### src/core/ack_params.svh
`ifndef ACK_PARAMS_SVH
`define ACK_PARAMS_SVH

// least gap, in serial clock cycles, from command end to the acknowledge low pulse
`define ACK_MIN_DELAY 32
// length of the acknowledge low pulse in serial clock cycles
`define ACK_LOW_CYCLES 16
// counter width that holds either count
`define ACK_CNT_W 6

`endif

### src/core/ack_pkg.sv
package ack_pkg;

    typedef enum logic [2:0] {
        CMD_READ = 3'b000,
        CMD_WRITE = 3'b001,
        CMD_OTHER = 3'b010,
        CMD_BACKGROUND = 3'b011,
        CMD_GO = 3'b100,
        CMD_ACK_ENABLE = 3'b101,
        CMD_ACK_DISABLE = 3'b110
    } cmd_kind_type;

    typedef enum logic [1:0] {
        ST_IDLE = 2'b00,
        ST_PEND = 2'b01,
        ST_LOW = 2'b10,
        ST_SPEEDUP = 2'b11
    } ack_state_type;

endpackage : ack_pkg

### src/core/cnt_if.sv
interface cnt_if #(
    parameter int W = 6
);
    logic load;
    logic zero;

    modport ctl (output load, input zero);
    modport cnt (input load, output zero);
endinterface : cnt_if

### src/core/tick_counter.sv
module tick_counter #(
    parameter int W = 6,
    parameter logic [W-1:0] LOAD = '0
) (
    // clock and reset
    input wire logic clk,
    input wire logic rst,
    // control
    cnt_if.cnt c
);
    typedef struct packed {
        logic [W-1:0] count;
    } cnt_st_type;

    cnt_st_type s_r;
    cnt_st_type s_nxt;

    // runs on the serial clock only, so its length never depends on the bus rate
    always_comb begin
        s_nxt = s_r;
        if (c.load) begin
            s_nxt.count = LOAD;
        end else if (s_r.count != '0) begin
            s_nxt.count = s_r.count - W'(1);
        end
    end

    always_ff @(posedge clk) begin
        if (rst) begin
            s_r <= '0;
        end else begin
            s_r <= s_nxt;
        end
    end

    assign c.zero = (s_r.count == '0);
endmodule : tick_counter

### src/core/pin_driver.sv
module pin_driver (
    // clock and reset
    input wire logic clk,
    input wire logic rst,
    // requests from the handshake
    input wire logic drive_low,
    input wire logic drive_high,
    // debug_serial_pin
    input wire logic pin_in,
    output logic pin_out,
    output logic pin_oe,
    output logic pin_level
);
    typedef struct packed {
        logic out;
        logic oe;
        logic level;
    } pin_st_type;

    pin_st_type s_r;
    pin_st_type s_nxt;

    // no arbitration against a host sync pulse: both may drive at once
    always_comb begin
        s_nxt = s_r;
        s_nxt.out = drive_high;
        s_nxt.oe = drive_low | drive_high;
        s_nxt.level = pin_in;
    end

    always_ff @(posedge clk) begin
        if (rst) begin
            s_r <= '0;
        end else begin
            s_r <= s_nxt;
        end
    end

    assign pin_out = s_r.out;
    assign pin_oe = s_r.oe;
    assign pin_level = s_r.level;
endmodule : pin_driver

### src/core/ack_handshake.sv
`include "ack_params.svh"

module ack_handshake (
    // serial clock and reset
    input wire logic clk,
    input wire logic rst,
    // command decoder
    input wire logic cmd_end,
    input wire ack_pkg::cmd_kind_type cmd_kind,
    // execution events
    input wire logic exec_done,
    input wire logic cpu_to_bkgnd,
    input wire logic cpu_from_bkgnd,
    input wire logic cpu_wait_stop,
    input wire logic sync_req,
    // status
    output logic ack_enabled,
    output logic ack_pending,
    output logic ack_active,
    output logic cmd_dropped,
    // debug_serial_pin
    input wire logic pin_in,
    output logic pin_out,
    output logic pin_oe,
    output logic pin_level
);
    typedef struct packed {
        ack_pkg::ack_state_type state;
        ack_pkg::cmd_kind_type kind;
        logic en;
        logic done;
        logic dropped;
    } hs_st_type;

    hs_st_type s_r;
    hs_st_type s_nxt;

    cnt_if #(.W(`ACK_CNT_W)) dly ();
    cnt_if #(.W(`ACK_CNT_W)) len ();

    logic event_hit;
    logic abort_sync;
    logic abort_sleep;

    // loads one less than the figure: the count reaches zero one clock early, so the state moves exactly at the figure
    tick_counter #(
        .W(`ACK_CNT_W),
        .LOAD(`ACK_CNT_W'(`ACK_MIN_DELAY - 1))
    ) u_dly (
        .clk(clk),
        .rst(rst),
        .c(dly)
    );

    tick_counter #(
        .W(`ACK_CNT_W),
        .LOAD(`ACK_CNT_W'(`ACK_LOW_CYCLES - 1))
    ) u_len (
        .clk(clk),
        .rst(rst),
        .c(len)
    );

    // completion point differs per command kind
    always_comb begin
        case (s_r.kind)
            ack_pkg::CMD_READ: event_hit = exec_done;
            ack_pkg::CMD_WRITE: event_hit = exec_done;
            ack_pkg::CMD_OTHER: event_hit = exec_done;
            ack_pkg::CMD_BACKGROUND: event_hit = cpu_to_bkgnd;
            ack_pkg::CMD_GO: event_hit = cpu_from_bkgnd;
            ack_pkg::CMD_ACK_ENABLE: event_hit = 1'b1;
            default: event_hit = 1'b0;
        endcase
    end

    always_comb begin
        abort_sync = sync_req && (s_r.kind == ack_pkg::CMD_BACKGROUND ||
                     s_r.kind == ack_pkg::CMD_GO);
        abort_sleep = cpu_wait_stop && !s_r.done && !event_hit &&
                      s_r.kind != ack_pkg::CMD_ACK_ENABLE;
    end

    always_comb begin
        s_nxt = s_r;
        s_nxt.dropped = 1'b0;
        dly.load = 1'b0;
        len.load = 1'b0;
        case (s_r.state)
            ack_pkg::ST_IDLE: begin
                if (cmd_end) begin
                    if (cmd_kind == ack_pkg::CMD_ACK_ENABLE) begin
                        s_nxt.en = 1'b1;
                        s_nxt.kind = cmd_kind;
                        s_nxt.done = 1'b0;
                        s_nxt.state = ack_pkg::ST_PEND;
                        dly.load = 1'b1;
                    end else if (cmd_kind == ack_pkg::CMD_ACK_DISABLE) begin
                        s_nxt.en = 1'b0;
                    end else if (s_r.en) begin
                        s_nxt.kind = cmd_kind;
                        s_nxt.done = 1'b0;
                        s_nxt.state = ack_pkg::ST_PEND;
                        dly.load = 1'b1;
                    end
                end
            end
            ack_pkg::ST_PEND: begin
                // a later command end is ignored: the host must wait for the pulse
                if (abort_sync) begin
                    s_nxt.state = ack_pkg::ST_IDLE;
                end else if (abort_sleep) begin
                    s_nxt.dropped = 1'b1;
                    s_nxt.state = ack_pkg::ST_IDLE;
                end else begin
                    if (event_hit) begin
                        s_nxt.done = 1'b1;
                    end
                    if ((s_r.done || event_hit) && dly.zero) begin
                        s_nxt.state = ack_pkg::ST_LOW;
                        len.load = 1'b1;
                    end
                end
            end
            ack_pkg::ST_LOW: begin
                if (len.zero) begin
                    s_nxt.state = ack_pkg::ST_SPEEDUP;
                end
            end
            ack_pkg::ST_SPEEDUP: begin
                s_nxt.state = ack_pkg::ST_IDLE;
                s_nxt.done = 1'b0;
            end
            default: begin
                s_nxt.state = ack_pkg::ST_IDLE;
            end
        endcase
    end

    always_ff @(posedge clk) begin
        if (rst) begin
            s_r.state <= ack_pkg::ST_IDLE;
            s_r.kind <= ack_pkg::CMD_READ;
            s_r.en <= 1'b0;
            s_r.done <= 1'b0;
            s_r.dropped <= 1'b0;
        end else begin
            s_r <= s_nxt;
        end
    end

    // pin outputs are registered once more, so the pin lags the state by one clock
    pin_driver u_pin (
        .clk(clk),
        .rst(rst),
        .drive_low(s_r.state == ack_pkg::ST_LOW),
        .drive_high(s_r.state == ack_pkg::ST_SPEEDUP),
        .pin_in(pin_in),
        .pin_out(pin_out),
        .pin_oe(pin_oe),
        .pin_level(pin_level)
    );

    assign ack_enabled = s_r.en;
    assign ack_pending = (s_r.state == ack_pkg::ST_PEND);
    assign ack_active = (s_r.state == ack_pkg::ST_LOW) || (s_r.state == ack_pkg::ST_SPEEDUP);
    assign cmd_dropped = s_r.dropped;
endmodule : ack_handshake

### config.mk
export PLATFORM = sky130hd
export DESIGN_NAME = ack_handshake
export DESIGN_NICKNAME = d
export VERILOG_FILES = /design/src/core/ack_pkg.sv /design/src/core/cnt_if.sv /design/src/core/tick_counter.sv /design/src/core/pin_driver.sv /design/src/core/ack_handshake.sv
export VERILOG_INCLUDE_DIRS = /design/src /design/src/core
export SDC_FILE = /design/constraint.sdc
export NUM_CORES = 1
export LEC_CHECK = 0
export ABC_AREA = 1
export BUFFER_PORTS_ARGS = -buffer_cell sky130_fd_sc_hd__buf_2
export CORE_MARGIN = 2
export CORE_UTILIZATION = 55
export DETAILED_ROUTE_END_ITERATION = 8
export GPL_TIMING_DRIVEN = 1
export PLACE_DENSITY = 0.78
export SLEW_MARGIN = 20
export SYNTH_ARGS = -nofsm -noshare
export SYNTH_HDL_FRONTEND = slang
export SYNTH_SLANG_ARGS = --single-unit
### constraint.sdc
create_clock -name clk -period 1.7 [get_ports clk]
set_input_delay 0.34 -clock clk [delete_from_list [all_inputs] [get_ports clk]]
set_output_delay 0.34 -clock clk [all_outputs]
set_load 0.01 [all_outputs]
After elaboration in Yosys (flattened, before gate mapping)
Cells that the tools add are included.
{ "totals": {"register_bits": 23, "in_bits": 12, "output_inout_bits": 7, "word_cells": 96} }
{ "op_classes": {"add_sub_neg": 2, "eq_ne": 20, "n_mux": 31, "n_bitwise": 2, "reduce_logical": 29} }
{ "op_table": {"columns": ["operator", "count"], "rows": [
  ["5-bit two-way mux", 4],
  ["1-bit two-way mux", 15],
  ["7-bit two-way mux", 2],
  ["3-bit == test, second input constant", 4],
  ["6-bit zero test", 2],
  ["6-bit nonzero test", 2],
  ["6-bit by 1-bit subtractor with 6-bit output, second input constant", 2],
  ["2-bit two-way mux", 5],
  ["2-bit != test, second input constant", 5],
  ["3-bit != test, second input constant", 3],
  ["4-bit two-way mux", 2],
  ["2-bit one-hot mux with 4 select lines", 1],
  ["2-bit nonzero test", 4],
  ["7-bit AND reduction", 1],
  ["3-bit by 2-bit == test with 1-bit output, second input constant", 2],
  ["3-bit OR reduction", 2],
  ["1-bit logical AND", 5],
  ["5-bit AND reduction", 1],
  ["2-bit == test, second input constant", 2],
  ["4-bit by 1-bit != test with 1-bit output, second input constant", 1],
  ["1-bit one-hot mux with 4 select lines", 1],
  ["4-bit AND reduction", 1],
  ["2-bit OR reduction", 2],
  ["3-bit by 1-bit == test with 1-bit output, second input constant", 1],
  ["11 further kinds", 14]
]} }

Logic depth before layout (Yosys ltp)
{ "depth": {"depth_word": 10, "mapped_depth": 10, "depth_no_buf": 10} }

Modules after synthesis
From an unflattened synthesis, not the netlist that was laid out.
{ "hier_totals": {"cells_unflattened": 192, "hier_area_um2": 1270.0} }
{ "modules_own_cells": {"columns": ["mod", "instances", "cells_per_inst", "area_per_inst_um2", "seq_area_each_um2"], "rows": [
  ["ack_handshake", 1, 87, 516.7, 160.2],
  ["tick_counter at u_dly", 1, 49, 342.8, 120.1],
  ["tick_counter at u_len", 1, 46, 321.6, 120.1],
  ["pin_driver", 1, 10, 88.8, 60.1]
]} }

Least setup slack after synthesis
No wires, ideal clock.
{ "synth_path": {"kind": "register to register", "startpoint": "reg u_len.s_r[0] (netlist name)", "endpoint": "reg u_len.s_r[3] (netlist name)", "setup_ns": 0.133, "arrival_time_ns": 1.091, "required_ns": 1.567, "path_slack_ns": 0.475, "stages_incl_launch_ff": 7, "n_path_buf": 0, "path_cell_list": "dfxtp_1 > inv_1 > ha_1 > nand4_2 > nand2_1 > xor2_1 > a21oi_2"} }
{ "synth_via": {"elab_chain_len": 3, "elab_cells_between_ends": 5, "cone_classes": "add/sub (1); mux (2); reduce/logical (2)"} }
{ "synth_rtl": {"columns": ["element", "line", "rtl"], "rows": [
  ["start: declaration", "tick_counter.sv:15", "cnt_st_type s_r;"],
  ["start signal: assignment", "tick_counter.sv:32", "s_r <= s_nxt;"],
  ["6-bit by 1-bit subtractor with 6-bit output", "tick_counter.sv:24", "s_nxt.count = s_r.count - W'(1);"],
  ["4-bit two-way mux", "tick_counter.sv:23", "end else if (s_r.count != '0) begin"],
  ["4-bit two-way mux", "tick_counter.sv:21", "if (c.load) begin"]
]} }
Several ways; a longest one is shown, not always the timed one. The select of a mux whose other input is x is not followed.
A chain may end at the register's enable or synchronous reset.

==> results.ini <==
[outcome]
status=complete, no violations

[final_layout]
final_cells=208
area_growth_pct=12.2
drive_gt1_frac=0.232
n_antenna_cell=0
stdcell_area_um2=1350
nFillCells=203
nets=198
postLayoutCoreUtil=0.668

[sta]
hold_viol=0
holdWs_ps=235
drv_slew=0
worstMarginPinSlew_ps=247
rsz0062_at_grt=no
max_freq_mhz=679
fin_crit_ps=1470
fin_skew_ps=7.66
tns_ps=0
slew_headroom=0.835
period_share=0.867
finalSetupViolations=0

[clocking]
clock-sinks=23
cts_root_buffer=clkbuf_4
htreeDepth=1
clk_latency_ps=300
cts_hold_buffers=0
cts_resized=0
cts.path.max_buffers=2
cts_made_buffers=3
post-cts-setup-buffer-count=0
tritoncts=built
clk_pin_slew_worst_paths_ps=120

[routing]
drt_iter0_drc=22
vias_per_cell=5.13
drtPass1Iterations=4
ant_nets=0
drc_errors=0
wl_um=2250
routed-via-count=1067
wire_per_inst_um=10.8

[synth]
synth_nets=177
async_flop_share=0
synth-seq-cells=23
synth_warnings=0
ys_top_cells_by_area=dfxtp_1 38%, nand2_1 11%, inv_1 5.6%, xor2_1 5.1%, ha_1 4.2%
ys_seq_area_frac=0.383
yosysTopAreaCell=dfxtp_1
yosysUniqueCellTypes=26
synth_edf_count=0
synth_cells=161
synth_area_um2=1200
syn-mean-instance-area_um2=7.48
yosys-top-cells-count=36 x nand2_1, 23 x dfxtp_1, 18 x inv_1
synth-main-ff-cell=dfxtp_1
synth_top_area_share=0.383
yosysMostFrequentCell=nand2_1

[die]
start_util=0.595
die_h_um=50.8
ios=19
die_width_um=50.8
core_um2=2020
row_count=16
die_area_um2=2580

[power]
power.leakage_nw=0.624
p_per_area_nw_per_um2=1410
vdd_ir_drop_max_mv=0.973

[worst_setup_path]
crit_arrival_ps=1130
reg2reg_depth=8
worstPathRequired_ps=1360
worstReg2RegStart=u_dly.s_r[0]
crit_path_end_kind=primary output
path_max_fanout=4
worst_setup_path_start_kind=register
r2r-end=u_len.s_r[0]
critPathKind=register to primary output
regToRegSetupSlack_ps=290

[global_routing]
gr-usage-all-layers=0.198
grt_max_degree=13
first_global_vias=925
met1_usage=0.255
grt_pass1_wl_um=3910
grt_overflow=0
grt_util_met3=0.0357
met2_usage=0.333
grt_busiest_layer=met2
antenna_found_initial=0

[place]
detailed_place_hpwl_um=1730
place_area_um2=1320
portBuffers=18
dp_cells=204
place_congestion=0.826

[min_path]
hold_depth=3
hp-start=pin_in
worstHoldEndpoint=u_pin.pin_level
hold_class=primary input to register

[run]
max-cap-violations=0

[worst max-delay path, stage by stage, from the launching register on]
cell,delay (ps)
dfxtp_1,410
inv_1,80
nand2_1,140
inv_1,70
buf_2,140
[power breakdown]
part / switching [W] / internal [W]
registers: 0.0000828 / 0.000670
clock network: 0.000150 / 0.0000913
logic: 0.000525 / 0.000378
total: 0.000758 / 0.00114
[worst max path at each step]
stage / startpoint / end / slack, ps / cells past startpoint
final: register / ack_pending / 230 / 4
after global routing: register / ack_pending / 140 / 4
after CTS: register / ack_pending / 210 / 4
after detailed placement: u_dly.s_r[0] / u_len.s_r[0] / 310 / 8
after global placement: u_dly.s_r[0] / u_len.s_r[0] / 330 / 8
after floorplan: u_len.s_r[0] / u_len.s_r[3] / 480 / 6
[sequential cells by signal, indices dropped and copies added, names as in the netlist, named ones only]
| name | cells |
|---|---|
| u_len.s_r | 6 |
| s_r | 5 |
| u_pin.pin_level | 1 |
| cmd_dropped | 1 |
| u_pin.pin_oe | 1 |
| ack_enabled | 1 |
| u_dly.s_r | 6 |
| u_pin.pin_out | 1 |
[routing by layer]
layer / vias to the layer above / routed length, um
met3: 2 / 93
met4: 0 / 12
met1: 492 / 1060
li1: 554 / -
met5: - / 0
met2: 19 / 1080
[cell type report]
class / instances / area (um^2) / area share
clock buffers: 4 / 26.3 / 0.0195
inverters: 24 / 90.1 / 0.0667
multi-input cells: 111 / 642 / 0.475
flip-flops and latches: 23 / 460 / 0.341
well taps: 27 / 33.8 / 0.0250
repair buffers: 19 / 97.6 / 0.0723
[layout by cell type (no fill, tap or decap)]
master	synthesis	final
ha_1	4	4
o21a_1	1	1
o21ai_1	2	2
nand3b_1	1	1
nor2_2	2	2
nand3_1	7	7
inv_2	6	6
o21ai_0	4	4
dfxtp_1	23	23
nand3_4	1	1
a21oi_2	4	4
xnor2_1	2	2
a21oi_4	1	1
a21oi_1	9	9
nor2_4	1	1
or2_2	1	1
nand2_1	36	36
buf_2	0	18
nand4_1	5	5
a211oi_2	2	2
nand2_2	1	1
nor3_1	6	6
inv_1	18	18
clkbuf_4	0	3
xor2_1	7	7
buf_4	0	1
nor2_1	13	13
nand4_2	1	1
clkbuf_1	3	1
[cells by family after synthesis]
group,count (synthesis),share of synthesized area
compound gates,23,0.132
buf+inv,27,0.0842
fa+ha+maj,4,0.0416
xor+xnor,9,0.0655
simple gates,75,0.294
flops,23,0.383
[per-stage QoR]
step / setup slack [ps] / power (W)
after floorplan: 475 / 0.00151
after global placement: 330 / 0.00164
after detailed placement: 313 / 0.00167
after CTS: 210 / 0.00192
after global routing: 144 / 0.00210
final: 226 / 0.00190
Power figures use the tool's default switching activity.
